### src/shared/fpe_pkg.sv
// Shared constants and types for the flash protect/program/erase link
package fpe_pkg;
	localparam int CLK_NS = 10;
	localparam logic [23:0] ARRAY_BYTES = 24'h800000;
	localparam logic [22:0] ARRAY_LAST = 23'h7FFFFF;
	localparam logic [6:0] BLK_BOTTOM = 7'h00;
	localparam logic [6:0] BLK_TOP = 7'h7F;
	localparam int BLOCK_LOCKS = 126;
	localparam int SECTOR_LOCKS = 32;
	localparam int SECT_PER_BLK = 16;
	localparam int LOCK_N = BLOCK_LOCKS + SECTOR_LOCKS;
	localparam logic [9:0] DATA_FIRST = 10'h004;
	localparam logic [9:0] PAGE_BYTES = 10'h100;
	localparam logic [9:0] DATA_END = DATA_FIRST + PAGE_BYTES;
	localparam logic [9:0] CNT_MAX = 10'h3FF;
	localparam logic [7:0] ERASE_FILL = 8'hFF;
	localparam logic [7:0] OP_WRITE_UNLOCK = 8'h06;
	localparam logic [7:0] OP_PAGE_WRITE = 8'h02;
	localparam logic [7:0] OP_FOUR_K_WIPE = 8'h20;
	localparam logic [7:0] OP_BLOCK_WIPE = 8'hD8;
	localparam logic [7:0] OP_CHIP_WIPE = 8'hC7;
	localparam logic [7:0] OP_STATUS_WRITE = 8'h01;
	localparam logic [7:0] OP_STATUS_READ = 8'h05;
	localparam logic [7:0] OP_SLEEP_ENTER = 8'hB9;
	localparam logic [7:0] OP_SLEEP_EXIT = 8'hAB;
	localparam logic [7:0] OP_LOCK = 8'h36;
	localparam logic [7:0] OP_UNLOCK = 8'h39;
	localparam int SR1_BUSY = 0;
	localparam int SR1_LATCH = 1;
	localparam int SR1_PROT_LSB = 2;
	localparam int SR2_INV = 6;
	localparam int SR3_LOCK_SEL = 2;
	localparam logic [4:0] PROT_RST = 5'h00;
	localparam int T_PROG_NS = 2000;
	localparam int T_ERASE_NS = 4000;
	localparam int T_SRW_NS = 1000;
	localparam logic [15:0] PROG_CYC = 16'((T_PROG_NS + CLK_NS - 1) / CLK_NS);
	localparam logic [15:0] ERASE_CYC = 16'((T_ERASE_NS + CLK_NS - 1) / CLK_NS);
	localparam logic [15:0] SRW_CYC = 16'((T_SRW_NS + CLK_NS - 1) / CLK_NS);
	localparam logic [3:0] SCLK_HALF = 4'h8;
	localparam logic [2:0] REG_CTRL = 3'h0;
	localparam logic [2:0] REG_ADDR = 3'h1;
	localparam logic [2:0] REG_WDATA = 3'h2;
	localparam logic [2:0] REG_RDATA = 3'h3;
	localparam logic [2:0] REG_IRQ_STAT = 3'h4;
	localparam logic [2:0] REG_IRQ_MASK = 3'h5;
	localparam int CTRL_NB_LSB = 8;
	localparam int CTRL_HAS_ADDR = 11;
	localparam int CTRL_AUTO_UNLOCK = 12;
	localparam int CTRL_POLL = 13;
	localparam int CTRL_START = 31;
	localparam int IRQ_DONE = 0;
	localparam int IRQ_REFUSED = 1;
	typedef enum logic [1:0] {ER_SECTOR = 2'h0, ER_BLOCK = 2'h1, ER_CHIP = 2'h3} fpe_erase_t;
	typedef enum logic [1:0] {FR_UNLOCK = 2'h0, FR_MAIN = 2'h1, FR_POLL = 2'h3} fpe_frame_t;
	typedef enum logic [1:0] {HS_IDLE = 2'h0, HS_LOW = 2'h1, HS_HIGH = 2'h3, HS_GAP = 2'h2} fpe_hstate_t;
endpackage

### src/shared/fpe_link_if.sv
// Serial link between the flash host controller and the flash device
`timescale 1ns/1ps
`default_nettype none
interface fpe_link_if;
	logic sclk;
	logic cs_n;
	logic mosi;
	logic miso;
	modport dev (input sclk, input cs_n, input mosi, output miso);
	modport host (output sclk, output cs_n, output mosi, input miso);
endinterface
`default_nettype wire

### src/fpe_flash_dev.sv
// Flash device end: protection, program/erase sequencing, busy flag and power modes
`timescale 1ns/1ps
`default_nettype none
module fpe_flash_dev
	import fpe_pkg::*;
#(
	parameter logic [7:0] DEVICE_ID = 8'h5A // Arbitrary identifier value
) (
	input wire logic core_clk_i,
	input wire logic arst_n_i,
	fpe_link_if.dev link,
	input wire logic [7:0] array_rdata_i,
	output logic [22:0] array_addr_o,
	output logic [7:0] array_wdata_o,
	output logic array_prog_o,
	output logic array_erase_o,
	output logic [1:0] erase_kind_o,
	output logic busy_o,
	output logic latch_o,
	output logic standby_o,
	output logic deep_o
);
	function automatic logic prot_hit(input logic [22:0] lo, input logic [22:0] hi,
		input logic [4:0] p, input logic inv);
		logic [2:0] c;
		logic [4:0] sh;
		logic [23:0] sz;
		logic [23:0] rs;
		logic [23:0] re;
		logic ovl;
		logic enclosed;
		c = p[2:0];
		sh = p[4] ? (5'h0B + {2'h0, (c > 3'h4) ? 3'h4 : c}) : (5'h10 + {2'h0, c});
		sz = 24'h000001 << sh;
		rs = p[3] ? 24'h000000 : ARRAY_BYTES - sz;
		re = p[3] ? sz - 24'h000001 : ARRAY_BYTES - 24'h000001;
		ovl = ({1'b0, lo} <= re) && ({1'b0, hi} >= rs);
		enclosed = ({1'b0, lo} >= rs) && ({1'b0, hi} <= re);
		if (c == 3'h0) begin
			return inv;
		end
		if (c == 3'h7) begin
			return !inv;
		end
		return inv ? !enclosed : ovl;
	endfunction

	function automatic logic [7:0] lock_idx(input logic [22:0] a);
		if (a[22:16] == BLK_BOTTOM) begin
			return {4'h0, a[15:12]};
		end
		if (a[22:16] == BLK_TOP) begin
			return {4'h1, a[15:12]};
		end
		return 8'h1F + {1'b0, a[22:16]};
	endfunction

	function automatic logic lock_hit(input logic [7:0] op, input logic [22:0] a,
		input logic [LOCK_N-1:0] lk);
		if (op == OP_CHIP_WIPE) begin
			return |lk;
		end
		if (op == OP_BLOCK_WIPE && a[22:16] == BLK_BOTTOM) begin
			return |lk[SECT_PER_BLK-1:0];
		end
		if (op == OP_BLOCK_WIPE && a[22:16] == BLK_TOP) begin
			return |lk[2*SECT_PER_BLK-1:SECT_PER_BLK];
		end
		return lk[lock_idx(a)];
	endfunction

	logic [2:0] sclk_s;
	logic [2:0] cs_s;
	logic [1:0] mosi_s;
	logic [2:0] bit_q;
	logic [9:0] cnt_q;
	logic [6:0] sh_q;
	logic [7:0] op_q;
	logic [15:0] addr_q;
	logic [2:0][7:0] sw_q;
	logic ok_q;
	logic [22:0] pa_q;
	logic prog_q;
	logic [7:0] wdata_q;
	logic erase_q;
	logic [1:0] kind_q;
	logic [4:0] prot_q;
	logic inv_q;
	logic locksel_q;
	logic [LOCK_N-1:0] lock_q;
	logic busy_q;
	logic [15:0] bcnt_q;
	logic latch_q;
	logic deep_q;
	logic [7:0] tx_q;
	logic miso_q;
	logic standby_q;

	logic rise, fall, cs_low, cs_fall, cs_rise, byte_done, frame_ok, idle_ok, cycle_end;
	logic [7:0] byte_v;
	logic [7:0] cur_op;
	logic [22:0] a_full;
	logic [22:0] lo;
	logic [22:0] hi;
	logic prot_now, chip_prot;
	logic ex_unlock, ex_sleep, ex_wake, ex_prog, ex_sect, ex_blk, ex_chip, ex_srw, ex_lock, ex_free;
	logic [7:0] sr1;

	// Link pins pass two flops; the third stage only serves edge detection
	always_ff @(posedge core_clk_i or negedge arst_n_i) begin
		if (!arst_n_i) begin
			sclk_s <= 3'h0;
			cs_s <= 3'h7;
			mosi_s <= 2'h0;
		end else begin
			sclk_s <= {sclk_s[1:0], link.sclk};
			cs_s <= {cs_s[1:0], link.cs_n};
			mosi_s <= {mosi_s[0], link.mosi};
		end
	end

	assign rise = sclk_s[1] & ~sclk_s[2];
	assign fall = ~sclk_s[1] & sclk_s[2];
	assign cs_low = ~cs_s[1];
	assign cs_fall = ~cs_s[1] & cs_s[2];
	assign cs_rise = cs_s[1] & ~cs_s[2];
	assign byte_v = {sh_q, mosi_s[1]};
	assign byte_done = rise & cs_low & (bit_q == 3'h7);
	assign cur_op = (cnt_q == 10'h000) ? byte_v : op_q;
	assign a_full = {addr_q[14:0], byte_v};
	assign sr1 = {1'b0, prot_q, latch_q, busy_q};
	assign idle_ok = !busy_q && !deep_q;
	assign frame_ok = cs_rise && (bit_q == 3'h0) && (cnt_q != 10'h000);
	assign cycle_end = busy_q && (bcnt_q == 16'h0001);

	always_comb begin
		lo = a_full;
		hi = a_full;
		if (op_q == OP_FOUR_K_WIPE) begin
			lo = {a_full[22:12], 12'h000};
			hi = {a_full[22:12], 12'hFFF};
		end else if (op_q == OP_BLOCK_WIPE) begin
			lo = {a_full[22:16], 16'h0000};
			hi = {a_full[22:16], 16'hFFFF};
		end
		prot_now = locksel_q ? lock_hit(op_q, a_full, lock_q) : prot_hit(lo, hi, prot_q, inv_q);
		chip_prot = locksel_q ? (|lock_q) : prot_hit(23'h000000, ARRAY_LAST, prot_q, inv_q);
	end

	assign ex_unlock = frame_ok && op_q == OP_WRITE_UNLOCK && cnt_q == 10'h001 && idle_ok;
	assign ex_sleep = frame_ok && op_q == OP_SLEEP_ENTER && cnt_q == 10'h001 && idle_ok;
	assign ex_wake = frame_ok && op_q == OP_SLEEP_EXIT && !busy_q;
	assign ex_prog = frame_ok && op_q == OP_PAGE_WRITE && ok_q && cnt_q > DATA_FIRST;
	assign ex_sect = frame_ok && op_q == OP_FOUR_K_WIPE && ok_q && cnt_q == DATA_FIRST;
	assign ex_blk = frame_ok && op_q == OP_BLOCK_WIPE && ok_q && cnt_q == DATA_FIRST;
	assign ex_chip = frame_ok && op_q == OP_CHIP_WIPE && cnt_q == 10'h001 && idle_ok && latch_q
		&& !chip_prot;
	assign ex_srw = frame_ok && op_q == OP_STATUS_WRITE && idle_ok && latch_q
		&& cnt_q >= 10'h002 && cnt_q <= DATA_FIRST;
	assign ex_lock = frame_ok && op_q == OP_LOCK && cnt_q == DATA_FIRST && idle_ok && latch_q;
	assign ex_free = frame_ok && op_q == OP_UNLOCK && cnt_q == DATA_FIRST && idle_ok && latch_q;

	// Serial framing: bit and byte counters, opcode and address capture
	always_ff @(posedge core_clk_i or negedge arst_n_i) begin
		if (!arst_n_i) begin
			bit_q <= 3'h0;
			cnt_q <= 10'h000;
			sh_q <= 7'h00;
			op_q <= 8'h00;
			addr_q <= 16'h0000;
			sw_q <= '0;
		end else if (cs_fall) begin
			bit_q <= 3'h0;
			cnt_q <= 10'h000;
		end else if (rise && cs_low) begin
			sh_q <= byte_v[6:0];
			bit_q <= bit_q + 3'h1;
			if (byte_done) begin
				if (cnt_q != CNT_MAX) begin
					cnt_q <= cnt_q + 10'h001;
				end
				if (cnt_q == 10'h000) begin
					op_q <= byte_v;
				end
				if (cnt_q != 10'h000 && cnt_q < DATA_FIRST) begin
					addr_q <= {addr_q[7:0], byte_v};
					sw_q[cnt_q[1:0] - 2'h1] <= byte_v;
				end
			end
		end
	end

	// Target check at the last address byte; holds for the rest of the frame
	always_ff @(posedge core_clk_i or negedge arst_n_i) begin
		if (!arst_n_i) begin
			ok_q <= 1'b0;
		end else if (cs_fall) begin
			ok_q <= 1'b0;
		end else if (byte_done && cnt_q == DATA_FIRST - 10'h001) begin
			ok_q <= latch_q && idle_ok && !prot_now;
		end
	end

	// Array address, program strobes and erase strobes
	always_ff @(posedge core_clk_i or negedge arst_n_i) begin
		if (!arst_n_i) begin
			pa_q <= 23'h000000;
			prog_q <= 1'b0;
			wdata_q <= ERASE_FILL;
			erase_q <= 1'b0;
			kind_q <= ER_SECTOR;
		end else begin
			prog_q <= 1'b0;
			erase_q <= ex_sect || ex_blk || ex_chip;
			if (byte_done && cnt_q == DATA_FIRST - 10'h001) begin
				pa_q <= a_full;
			end else if (prog_q) begin
				pa_q[7:0] <= pa_q[7:0] + 8'h01;
			end else if (ex_sect) begin
				pa_q <= {pa_q[22:12], 12'h000};
				kind_q <= ER_SECTOR;
			end else if (ex_blk) begin
				pa_q <= {pa_q[22:16], 16'h0000};
				kind_q <= ER_BLOCK;
			end else if (ex_chip) begin
				pa_q <= 23'h000000;
				kind_q <= ER_CHIP;
			end
			if (byte_done && op_q == OP_PAGE_WRITE && ok_q && cnt_q >= DATA_FIRST && cnt_q < DATA_END) begin
				prog_q <= 1'b1;
				wdata_q <= array_rdata_i & byte_v;
			end
		end
	end

	// Protection configuration committed by a status write
	always_ff @(posedge core_clk_i or negedge arst_n_i) begin
		if (!arst_n_i) begin
			prot_q <= PROT_RST;
			inv_q <= 1'b0;
			locksel_q <= 1'b0;
		end else if (ex_srw) begin
			prot_q <= sw_q[0][SR1_PROT_LSB +: 5];
			if (cnt_q >= 10'h003) begin
				inv_q <= sw_q[1][SR2_INV];
			end
			if (cnt_q >= DATA_FIRST) begin
				locksel_q <= sw_q[2][SR3_LOCK_SEL];
			end
		end
	end

	// Individual lock bits; target taken from the address captured at the third address byte
	always_ff @(posedge core_clk_i or negedge arst_n_i) begin
		if (!arst_n_i) begin
			lock_q <= {LOCK_N{1'b1}};
		end else if (ex_lock) begin
			lock_q[lock_idx(pa_q)] <= 1'b1;
		end else if (ex_free) begin
			lock_q[lock_idx(pa_q)] <= 1'b0;
		end
	end

	// Internal cycle timer
	always_ff @(posedge core_clk_i or negedge arst_n_i) begin
		if (!arst_n_i) begin
			busy_q <= 1'b0;
			bcnt_q <= 16'h0000;
		end else if (ex_prog) begin
			busy_q <= 1'b1;
			bcnt_q <= PROG_CYC;
		end else if (ex_sect || ex_blk || ex_chip) begin
			busy_q <= 1'b1;
			bcnt_q <= ERASE_CYC;
		end else if (ex_srw) begin
			busy_q <= 1'b1;
			bcnt_q <= SRW_CYC;
		end else if (cycle_end) begin
			busy_q <= 1'b0;
			bcnt_q <= 16'h0000;
		end else if (busy_q) begin
			bcnt_q <= bcnt_q - 16'h0001;
		end
	end

	always_ff @(posedge core_clk_i or negedge arst_n_i) begin
		if (!arst_n_i) begin
			latch_q <= 1'b0;
		end else if (cycle_end || ex_lock || ex_free) begin
			latch_q <= 1'b0;
		end else if (ex_unlock) begin
			latch_q <= 1'b1;
		end
	end

	// Power modes
	always_ff @(posedge core_clk_i or negedge arst_n_i) begin
		if (!arst_n_i) begin
			deep_q <= 1'b0;
			standby_q <= 1'b1;
		end else begin
			if (ex_sleep) begin
				deep_q <= 1'b1;
			end else if (ex_wake) begin
				deep_q <= 1'b0;
			end
			// Leave standby on the edge a cycle starts, so it never overlaps busy
			standby_q <= cs_s[1] && !busy_q && !(ex_prog || ex_sect || ex_blk || ex_chip || ex_srw);
		end
	end

	// Answer shifter: status repeats each byte outside deep power-down, identifier follows sleep-exit
	always_ff @(posedge core_clk_i or negedge arst_n_i) begin
		if (!arst_n_i) begin
			tx_q <= 8'h00;
			miso_q <= 1'b0;
		end else if (!cs_low) begin
			tx_q <= 8'h00;
			miso_q <= 1'b0;
		end else if (byte_done) begin
			if (cur_op == OP_STATUS_READ && !deep_q) begin
				tx_q <= sr1;
			end else if (cur_op == OP_SLEEP_EXIT) begin
				tx_q <= DEVICE_ID;
			end else begin
				tx_q <= 8'h00;
			end
		end else if (fall) begin
			miso_q <= tx_q[7];
			tx_q <= {tx_q[6:0], 1'b0};
		end
	end

	assign link.miso = miso_q;
	assign array_addr_o = pa_q;
	assign array_wdata_o = wdata_q;
	assign array_prog_o = prog_q;
	assign array_erase_o = erase_q;
	assign erase_kind_o = kind_q;
	assign busy_o = busy_q;
	assign latch_o = latch_q;
	assign standby_o = standby_q;
	assign deep_o = deep_q;
endmodule
`default_nettype wire

### src/flat_wrapper.sv
// flat-port wrapper written by rule: the top's interface ports become plain ports
module fpe_flash_dev_flat import fpe_pkg::*;
#(
	parameter logic [7:0] DEVICE_ID = 8'h5A                              
)
  (core_clk_i, arst_n_i, array_rdata_i, array_addr_o, array_wdata_o, array_prog_o, array_erase_o, erase_kind_o, busy_o, latch_o, standby_o, deep_o, link_sclk, link_cs_n, link_mosi, link_miso);
  fpe_link_if link_i ();
  input wire logic core_clk_i;
  input wire logic arst_n_i;
  input wire logic [7:0] array_rdata_i;
  output logic [22:0] array_addr_o;
  output logic [7:0] array_wdata_o;
  output logic array_prog_o;
  output logic array_erase_o;
  output logic [1:0] erase_kind_o;
  output logic busy_o;
  output logic latch_o;
  output logic standby_o;
  output logic deep_o;
  input wire logic [$bits(link_i.sclk)-1:0] link_sclk;
  input wire logic [$bits(link_i.cs_n)-1:0] link_cs_n;
  input wire logic [$bits(link_i.mosi)-1:0] link_mosi;
  output wire logic [$bits(link_i.miso)-1:0] link_miso;
  assign link_i.sclk = link_sclk;
  assign link_i.cs_n = link_cs_n;
  assign link_i.mosi = link_mosi;
  assign link_miso = link_i.miso;
  fpe_flash_dev #(.DEVICE_ID(DEVICE_ID)) u_core (.core_clk_i(core_clk_i), .arst_n_i(arst_n_i), .link(link_i), .array_rdata_i(array_rdata_i), .array_addr_o(array_addr_o), .array_wdata_o(array_wdata_o), .array_prog_o(array_prog_o), .array_erase_o(array_erase_o), .erase_kind_o(erase_kind_o), .busy_o(busy_o), .latch_o(latch_o), .standby_o(standby_o), .deep_o(deep_o));
endmodule
### config.mk
export PLATFORM = sky130hd
export DESIGN_NAME = fpe_flash_dev_flat
export DESIGN_NICKNAME = d
export VERILOG_FILES = /design/src/shared/fpe_pkg.sv /design/src/shared/fpe_link_if.sv /design/src/fpe_flash_dev.sv /design/src/flat_wrapper.sv
export SDC_FILE = /design/constraint.sdc
export NUM_CORES = 1
export LEC_CHECK = 0
export BUFFER_PORTS_ARGS = -buffer_cell sky130_fd_sc_hd__buf_2
export CAP_MARGIN = 10
export CORE_ASPECT_RATIO = 0.8
export CORE_MARGIN = 2
export CORE_UTILIZATION = 55
export CTS_CLUSTER_SIZE = 12
export DETAILED_ROUTE_END_ITERATION = 10
export GPL_ROUTABILITY_DRIVEN = 0
export PLACE_DENSITY = 0.83
export RECOVER_POWER = 100
export SLEW_MARGIN = 30
export SYNTH_ARGS = -nofsm -noshare
export SYNTH_HDL_FRONTEND = slang
export SYNTH_SLANG_ARGS = --single-unit
### constraint.sdc
create_clock -name core_clk_i -period 8.95 [get_ports core_clk_i]
set_clock_uncertainty 0.05 [all_clocks]
set_input_delay 0.895 -clock core_clk_i [delete_from_list [all_inputs] [get_ports core_clk_i]]
set_output_delay 0.895 -clock core_clk_i [all_outputs]
set_load 0.005 [all_outputs]
# Word level (Yosys, flattened, before mapping)
# Cells that the tools add are included.
# classes
n_reduce_logical	112
magnitude_cmp	23
shifts	1
mux	119
eq_ne	25
bitwise	17
add_sub_neg	11
# op_table
op	count
2-to-1 mux 158 bit	2
2-to-1 mux 8 bit	22
AND 158 bit	1
NOT 158 bit	1
bitwise OR 158 bit	1
OR reduction 158 bit	1
2-to-1 mux 16 bit	9
2-to-1 mux 23 bit	4
2-to-1 mux 1 bit	61
logical AND 1 bit	60
>= comparator 23 x 24 -> 1 bit	2
<= comparator 23 x 24 -> 1 bit	2
2-to-1 mux 24 bit	2
equality test 8 bit (second input constant)	5
2-to-1 mux 10 bit	4
OR reduction 16 bit	2
less-than comparator 8 x 9 -> 1 bit (second input constant)	3
bitwise mux 24 bit	1
equality test 8 x 6 -> 1 bit (second input constant)	3
>= comparator 1 x 24 -> 1 bit (first input constant)	1
>= comparator 23 x 24 -> 1 bit (first input constant)	1
<= comparator 1 x 24 -> 1 bit (first input constant)	1
<= comparator 23 x 24 -> 1 bit (first input constant)	1
left shift 1 x 5 -> 24 bit (first input constant)	1
56 further kinds	117
# totals
inputBits	13
register_bits	305
word_cells	339
output_inout_bits	40

# Logic depth before layout (Yosys ltp)
# Gate-level depths: netlist (run 1).
# depth
word_depth	28
mapped_depth	26
depth_no_buf	23

# Least setup slack after synthesis (run 1)
# No wires, ideal clock.
# synth_path
path_type	reg2reg
startpoint	reg u_core.prot_q[2]
endpoint	reg u_core.ok_q
slack_ns	4.157
setup_time_ns	0.129
synth_period_minus_slack_ns	4.793
t_required_ns	8.771
n_path_buf	4
arrival_time_ns	4.614
stages_incl_launch_ff	24
path_cell_list	dfrtp_1 buf_2 inv_1 clkbuf_1 nand2_1 ha_1 clkbuf_1 nor4b_4 or2_2 clkbuf_1 nand2_1 xnor2_1 nor2_1 ha_1 o21a_1 o21a_1 o21ai_0 a31oi_1 or4b_1 a22oi_1 a21oi_1 o32ai_1 a22oi_1 o41a_1
# synth_between
elab_chain_cells	18
elab_cells_between_ends	31
classes_between	4 x add/sub; 5 x order compare; 1 x eq/ne; 1 x shift; 14 x mux; 6 x reduce/logical
# synth_lines
element	line_no	text
start, declared	fpe_flash_dev.sv:87	logic [4:0] prot_q;
start signal, assigned	fpe_flash_dev.sv:243	prot_q <= sw_q[0][SR1_PROT_LSB +: 5];
greater-than comparator 3 bit	fpe_flash_dev.sv:33	sh = p[4] ? (5'h0B + {2'h0, (c > 3'h4) ? 3'h4 : c}) : (5'h10 + {2'h0, c});
2-to-1 mux 3 bit	fpe_flash_dev.sv:33	
adder 4 x 3 -> 5 bit	fpe_flash_dev.sv:33	
2-to-1 mux 5 bit	fpe_flash_dev.sv:33	
left shift 1 x 5 -> 24 bit	fpe_flash_dev.sv:34	sz = 24'h000001 << sh;
subtractor 24 bit or subtractor 24 x 1 -> 24 bit (tied branches)	fpe_flash_dev.sv:35, fpe_flash_dev.sv:36	
2-to-1 mux 24 bit, on equally long branches	fpe_flash_dev.sv:35, fpe_flash_dev.sv:36	
>= comparator 23 x 24 -> 1 bit or <= comparator 23 x 24 -> 1 bit (tied branches)	fpe_flash_dev.sv:38	enclosed = ({1'b0, lo} >= rs) && ({1'b0, hi} <= re);
logical AND 1 bit	fpe_flash_dev.sv:38	
logical NOT 1 bit	fpe_flash_dev.sv:45	return inv ? !enclosed : ovl;
2-to-1 mux 1 bit (2 in series)	fpe_flash_dev.sv:45	
2-to-1 mux 1 bit (*)	fpe_flash_dev.sv:42	if (c == 3'h7) begin
2-to-1 mux 1 bit (*)	fpe_flash_dev.sv:146	prot_now = locksel_q ? lock_hit(op_q, a_full, lock_q) : prot_hit(lo, hi, prot_q, inv_q);
logical NOT 1 bit (*)	fpe_flash_dev.sv:200	ok_q <= latch_q && idle_ok && !prot_now;
logical AND 1 bit (*)	fpe_flash_dev.sv:200	
2-to-1 mux 1 bit (*)	fpe_flash_dev.sv:199	end else if (byte_done && cnt_q == DATA_FIRST - 10'h001) begin
2-to-1 mux 1 bit (*)	fpe_flash_dev.sv:197	end else if (cs_fall) begin
end signal, assigned	fpe_flash_dev.sv:200	
end, declared	fpe_flash_dev.sv:81	logic ok_q;
# Every way passes the cells marked *; elsewhere a longest branch is shown, timed or not. The select of a mux whose other input is x is not followed.
# A chain may end at the register's enable or synchronous reset.

# Worst setup path after layout (run 1)
# Ends and elaborated chain as after synthesis.

==> results of run 1 <==
==> area by class of cell <==
class,count,area share (%)
diodes,1,0.0128
clock inverters,6,0.249
flip-flops and latches,288,37.9
well taps,427,2.73
multi-input cells,1680,51.5
repair buffers,79,1.95
clock buffers,52,4.93
inverters,42,0.804
==> layout by cell type, fill, tap and decap left out, types with 18 or more instances in the layout <==
master,n
ha_1,99
clkbuf_1,46
nand2_1,508
nand4_1,33
mux2i_1,35
nor2_1,137
conb_1,20
buf_2,33
dfstp_2,167
a22o_1,22
a211oi_1,20
nor4_1,53
or2_2,22
nor3_1,41
inv_1,40
nand2b_1,25
dfrtp_1,118
and3_1,18
mux2_2,43
a21oi_1,69
xnor2_1,19
clkbuf_16,32
nor2b_1,19
nand3_1,28
o21ai_0,241
==> power breakdown <==
| group | total, mW | leakage [nW] | switching [mW] | internal (mW) |
|---|---|---|---|---|
| Sequential | 1.36 | 3.28 | 0.0413 | 1.32 |
| Clock | 1.27 | 0.502 | 0.541 | 0.734 |
| Combinational | 0.148 | 4.35 | 0.0896 | 0.0587 |
| Total | 2.78 | 8.13 | 0.671 | 2.11 |
==> stage by stage <==
step           util (%)  cell area (µm²)
5_1_grt            60.6            19600
3_5_place_dp       57.8            18700
6_report           60.6            19600
3_3_place_gp       57.7            18700
4_1_cts            60.9            19700
2_1_floorplan         -            18100
==> worst max path at each step <==
stage               cells after the start              end  slack (ns)
finish                                 18      u_core.ok_q        2.69
global route                            2  u_core.cnt_q[4]        1.54
CTS                                    21      u_core.ok_q        3.27
detailed placement                     21      u_core.ok_q        3.31
global placement                       21      u_core.ok_q        3.51
floorplan                              23      u_core.ok_q        4.16
==> layer usage <==
layer / GRT usage, % / vias to the layer above / part of all wire (%)
met5: 0 / - / 0
met4: 10.7 / 0 / 3.7
met3: 7.34 / 189 / 12
met2: 45.9 / 999 / 43
met1: 44.0 / 7994 / 41
li1: - / 7492 / -
==> logic make-up after synthesis <==
kind of cell / after synthesis
adder cells (fa/ha/maj): 99
XOR/XNOR: 32
other: 2
AND/OR/NAND/NOR: 964
buffers and inverters: 142
multiplexers: 92
flip-flops: 288
AO/OA/AOI/OAI: 473
==> worst register-to-register path, cell delays in order (launching register included) <==
cell	delay (ns)
dfrtp_1	0.67
inv_1	0.31
nand2_1	0.17
ha_1	0.35
nor4b_1	1.18
a21oi_1	0.34
or2_2	0.42
and2_0	0.17
ha_1	0.30
o21a_1	0.13
o21a_1	0.17
o21ai_0	0.16
a31oi_1	0.12
or4b_1	0.58
a22oi_1	0.37
a21oi_1	0.13
o32ai_1	0.28
a22oi_1	0.10
o41a_1	0.15
==> results.sh, run 1 <==
export IMPL_status="finished, violations left"
export IMPL_violations="capacitance limit, slew limit"
export IMPL_cap_violations=3
export IMPL_die_h_um=166
export IMPL_min_period_over_period_pct=69.9
export IMPL_drv_slew=216
export IMPL_firstDrtPassIters=8
export IMPL_io_pins=53
export IMPL_layout_setup_ws_ns=2.69
export IMPL_cts_tree="yes"
export IMPL_synth_xor_area_share_pct=1.56
export IMPL_synth_compound_area_share_pct=16.0
export IMPL_place_ws_ns=3.31
export IMPL_synth_edf_count=0
export IMPL_ant_nets=0
export IMPL_cts_clk_slew_worst_paths_ns=0.07
export IMPL_synth_most_common_cell="nand2_1"
export IMPL_grt_pass1_vias=15900
export IMPL_cp_required_ns=9.35
export IMPL_hp_class="register to register"
export IMPL_synth_cells=2092
export IMPL_critPathArrivalTime_ns=6.66
export IMPL_cts_setup_buffers=0
export IMPL_dp_hpwl_um=36800
export IMPL_stdcell_count=2575
export IMPL_cts_resized=0
export IMPL_area_growth_pct=8.97
export IMPL_finalSetupViolCount=0
export IMPL_hold_violations=0
export IMPL_ys_top_cells_by_count="nand2_1 (509), o21ai_0 (241), dfstp_2 (170), nor2_1 (148), dfrtp_1 (118)"
export IMPL_overflow=0
export IMPL_drt_initial_drc_count=2258
export IMPL_worstPathCellList="inv_1, nand2_1, ha_1, nor4b_1, a21oi_1, or2_2, and2_0, ha_1, o21a_1, o21a_1, o21ai_0, a31oi_1, or4b_1, a22oi_1, a21oi_1, o32ai_1, a22oi_1, o41a_1"
export IMPL_path_class="register to register"
export IMPL_yosys_area_share_simple_pct=24.5
export IMPL_power_mw=2.78
export IMPL_dp_cells=2515
export IMPL_r2r_start="u_core.prot_q[2]"
export IMPL_grt_pass1_wl_um=84800
export IMPL_syn_cell_area_mm2=0.0180
export IMPL_reg2reg_depth=18
export IMPL_tns_ns=0
export IMPL_startpoint="u_core.prot_q[2]"
export IMPL_p_leak_nw=8.13
export IMPL_synth_top_family_by_area="simple AND/OR/NAND/NOR gates"
export IMPL_antenna_found_initial=0
export IMPL_synth_top_area_share_pct=24.8
export IMPL_tightest_slew_ns=4.46
export IMPL_rsz0062_at_grt="no"
export IMPL_cp_max_fo=18
export IMPL_viasPerCell=6.48
export IMPL_wl_per_cell_um=20.6
export IMPL_seqCellArea_mm2=0.00742
export IMPL_min_from="u_core.mosi_s[0]"
export IMPL_vias=16700
export IMPL_synth_warnings=0
export IMPL_row_count=59
export IMPL_max_stage_delay_ns=1.17
export IMPL_synth_flop_cell="dfstp_2"
export IMPL_grt_max_degree=136
export IMPL_remaining_drc_errors=0
export IMPL_cts_sinks=288
export IMPL_clockBufferDepth=3
export IMPL_initial_core_util_pct=55.6
export IMPL_multi_input_area_mm2=0.0101
export IMPL_min_period_ns=6.26
export IMPL_hold_path_end="u_core.mosi_s[1]"
export IMPL_groute_usage_overall_pct=30.8
export IMPL_synth_cell_types=81
export IMPL_start_kind="register"
export IMPL_ys_seq_area_share_pct=41.3
export IMPL_async_reset_ff_share_pct=100
export IMPL_ys_ff_latch=288
export IMPL_whs_ns=0.306
export IMPL_cp_buffers_inverters=1
export IMPL_power_density_mw_per_mm2=142
export IMPL_drive_gt1_share_pct=16.6
export IMPL_ctsHoldBuffers=0
export IMPL_crit_path_end_kind="register"
export IMPL_wl_um=53000
export IMPL_yosys_top_cells_area="dfstp_2 (25%), dfrtp_1 (16%), nand2_1 (11%)"
export IMPL_synth_area_mux_share_pct=6.50
export IMPL_cp_top_family="simple AND/OR/NAND/NOR gates"
export IMPL_port_buffers=52
export IMPL_r2r_slack_ns=2.69
export IMPL_cts_root_buf="clkbuf_16"
export IMPL_worstSkewPairLatency_ns=0.59
export IMPL_slew_headroom_pct=-197
export IMPL_synth_top_area_cell="dfstp_2"
export IMPL_ir_drop_v=0.000134
export IMPL_syn_area_per_cell_um2=8.60
export IMPL_die_x_um=206
export IMPL_die_area_mm2=0.0342
export IMPL_core_area_mm2=0.0323
export IMPL_r2r_end="u_core.ok_q"
export IMPL_fin_nets=2234
export IMPL_fill_cells=2732
export IMPL_holdPathStages=0
export IMPL_cts_made_buffers=31
export IMPL_slowest_stage="nor4b_1"
export IMPL_cts_htree_levels=1
export IMPL_synth_fa_ha_area_share_pct=6.89
export IMPL_max_freq_mhz=160
(Power assumes the default switching activity.)
==> run 2, diff against run 1 <==
==> constraint.sdc (replaced) <==
create_clock -name core_clk_i -period 6 [get_ports core_clk_i]
set_clock_uncertainty 0.05 [all_clocks]
set_input_delay 0.6 -clock core_clk_i [delete_from_list [all_inputs] [get_ports core_clk_i]]
set_output_delay 0.6 -clock core_clk_i [all_outputs]
set_load 0.005 [all_outputs]
==> run 2 against run 1 <==
The run still ends with capacitance limit, slew limit left. Power up 49%. Hold slack worse by 0.24 ns. Sequential share of layout area down 0.076 points. Core utilization up 0.13 points. Clock power up 50%. Final area up 0.22%. Clock-buffer cell count down 2. Register-to-register slack worse by 2.1 ns. Sequential cell count unchanged. Maximum frequency up 15%. Die area unchanged. Worst setup slack worse by 2.1 ns. Critical path type unchanged. Largest cell class unchanged. Highest routed layer unchanged.
==> results.sh, run 2 (same netlist as run 1, synthesis figures left out) <==
export IMPL_cts_clk_slew_worst_paths_ns=0.06
export IMPL_worstSkewPairLatency_ns=0.58
export IMPL_multi_input_area_mm2=0.0101
export IMPL_diodes=0
export IMPL_status="finished, violations left"
export IMPL_min_from="link_cs_n"
export IMPL_crit_cells=21
export IMPL_max_stage_delay_ns=0.59
export IMPL_cts_sinks=288
export IMPL_clockBufferDepth=3
export IMPL_r2r_end="u_core.ok_q"
export IMPL_cap_violations=1
export IMPL_power_density_mw_per_mm2=211
export IMPL_tightest_slew_ns=4.84
export IMPL_seqCellArea_mm2=0.00742
export IMPL_cts_htree_levels=1
export IMPL_ir_drop_v=0.000228
export IMPL_grt_max_degree=199
export IMPL_max_freq_mhz=184
export IMPL_slowest_stage="or4b_1"
export IMPL_critPathArrivalTime_ns=5.85
export IMPL_final_common_cell="nand2_1"
export IMPL_p_sw_uw=983
export IMPL_die_area_mm2=0.0342
export IMPL_r2r_slack_ns=0.56
export IMPL_min_period_over_period_pct=90.7
export IMPL_die_x_um=206
export IMPL_layout_setup_ws_ns=0.558
export IMPL_power_mw=4.15
export IMPL_worstPathCellList="inv_1, nand2_1, ha_1, inv_1, ha_1, o311ai_0, or2_2, nand2_1, xnor2_1, nor2_1, ha_1, o21a_1, o21a_1, o21ai_0, a31oi_1, or4b_1, a22oi_1, a21oi_1, o32ai_1, a22oi_1, o41a_1"
export IMPL_min_period_ns=5.44
export IMPL_hold_path_end="u_core.cs_s[0]"
export IMPL_drv_slew=91
export IMPL_antenna_found_initial=0
export IMPL_grt_pass1_vias=15700
export IMPL_tns_ns=0
export IMPL_finalSetupViolCount=0
export IMPL_reg2reg_depth=21
export IMPL_wl_um=52700
export IMPL_seqPwrFrac_pct=49.0
export IMPL_cts_made_buffers=31
export IMPL_internal_power_mw=3.16
export IMPL_drt_initial_drc_count=2281
export IMPL_fin_nets=2235
export IMPL_violations="capacitance limit, slew limit"
export IMPL_vias=16500
export IMPL_cp_buffers_inverters=2
export IMPL_overflow=0
export IMPL_path_class="register to register"
export IMPL_die_h_um=166
export IMPL_remaining_drc_errors=0
export IMPL_combPwrFrac_pct=5.3
export IMPL_final_cell_mix="nand2_1 (508), o21ai_0 (241), dfstp_2 (168), nor2_1 (135), dfrtp_1 (117)"
export IMPL_groute_usage_overall_pct=30.9
export IMPL_cp_top_family="compound AO/OA/AOI/OAI gates"
export IMPL_cts_tree="yes"
export IMPL_switching_share_pct=23.7
export IMPL_slew_headroom_pct=-222
export IMPL_hp_class="input port to register"
export IMPL_cts_root_buf="clkbuf_16"
export IMPL_place_area_mm2=0.0187
export IMPL_wl_per_cell_um=20.5
export IMPL_r2r_start="u_core.prot_q[2]"
export IMPL_ant_nets=0
export IMPL_dp_hpwl_um=36900
export IMPL_path_common_cell="ha_1"
export IMPL_area_growth_pct=9.21
export IMPL_holdPathStages=1
export IMPL_io_pins=53
export IMPL_initial_core_util_pct=55.6
export IMPL_hold_violations=0
export IMPL_drive_gt1_share_pct=16.6
export IMPL_firstDrtPassIters=7
export IMPL_cp_required_ns=6.41
export IMPL_rsz0062_at_grt="no"
export IMPL_port_buffers=52
export IMPL_viasPerCell=6.42
export IMPL_fill_cells=2680
export IMPL_place_ws_ns=0.489
export IMPL_p_leak_nw=8.13
export IMPL_start_kind="register"
export IMPL_crit_path_end_kind="register"
export IMPL_cp_max_fo=18
export IMPL_core_area_mm2=0.0323
export IMPL_clkPwrFrac_pct=45.7
export IMPL_fin_area_mm2=0.0196
export IMPL_final_util_pct=60.7
export IMPL_row_count=59
export IMPL_grt_pass1_wl_um=84900
==> run 2: cell types whose count changed in the layout (fill, tap and decap cells not counted), moves of 2 or more <==
cell,delta
nor2_2,+2
buf_2,-2
buf_6,-2
clkbuf_8,-4
clkbuf_1,+5
nor2_1,-2
bufinv_16,+2
==> run 2: area by class of cell <==
class	instances	area share, %
tap	427	2.72
clock buffer	50	4.57
inverter	42	0.803
multi-input combinational	1680	51.4
timing repair buffer	80	2.13
sequential	288	37.8
clock inverter	8	0.554
==> run 2: through the flow <==
step           cells  hold WS [ns]
4_1_cts         2574        0.0476
3_3_place_gp    2515         0.285
5_1_grt         2575        0.0523
3_5_place_dp    2515         0.289
6_report        2575        0.0651
2_1_floorplan   2110         0.254
==> run 2: worst max-delay path by stage <==
stage / from / endpoint / slack [ns]
4_1_cts: u_core.prot_q[2] / u_core.ok_q / 0.45
3_3_place_gp: u_core.prot_q[2] / u_core.ok_q / 0.73
2_1_floorplan: u_core.prot_q[2] / u_core.ok_q / 1.21
3_5_place_dp: u_core.prot_q[2] / u_core.ok_q / 0.49
6_report: u_core.prot_q[2] / u_core.ok_q / 0.56
5_1_grt: arst_n_i / u_core.cnt_q[5] / 0.15
==> run 2: routing by layer <==
| metal | global-route usage (%) | wire, µm | up-vias |
|---|---|---|---|
| met5 | 0 | 0 | - |
| met4 | 11.4 | 2130 | 0 |
| met3 | 6.12 | 6130 | 167 |
| met2 | 45.3 | 23000 | 976 |
| met1 | 45.2 | 21500 | 7884 |
| li1 | - | - | 7503 |
==> run 2: what timing repair did <==
action                                 CTS  global route
setup endpoints to repair                0             1
gates resized for setup                  0             1
buffers inserted                         0             0
endpoints found under the hold margin   18             0
hold buffers                             1             0
==> run 2: power groups by stage <==
stage	clock [mW]	combinational [mW]	sequential [mW]
4_1_cts	1.91	0.215	2.03
5_1_grt	2.01	0.252	2.03
2_1_floorplan	0	0.159	2.01
6_report	1.90	0.220	2.03
3_3_place_gp	0	0.199	2.06
3_5_place_dp	0	0.213	2.06
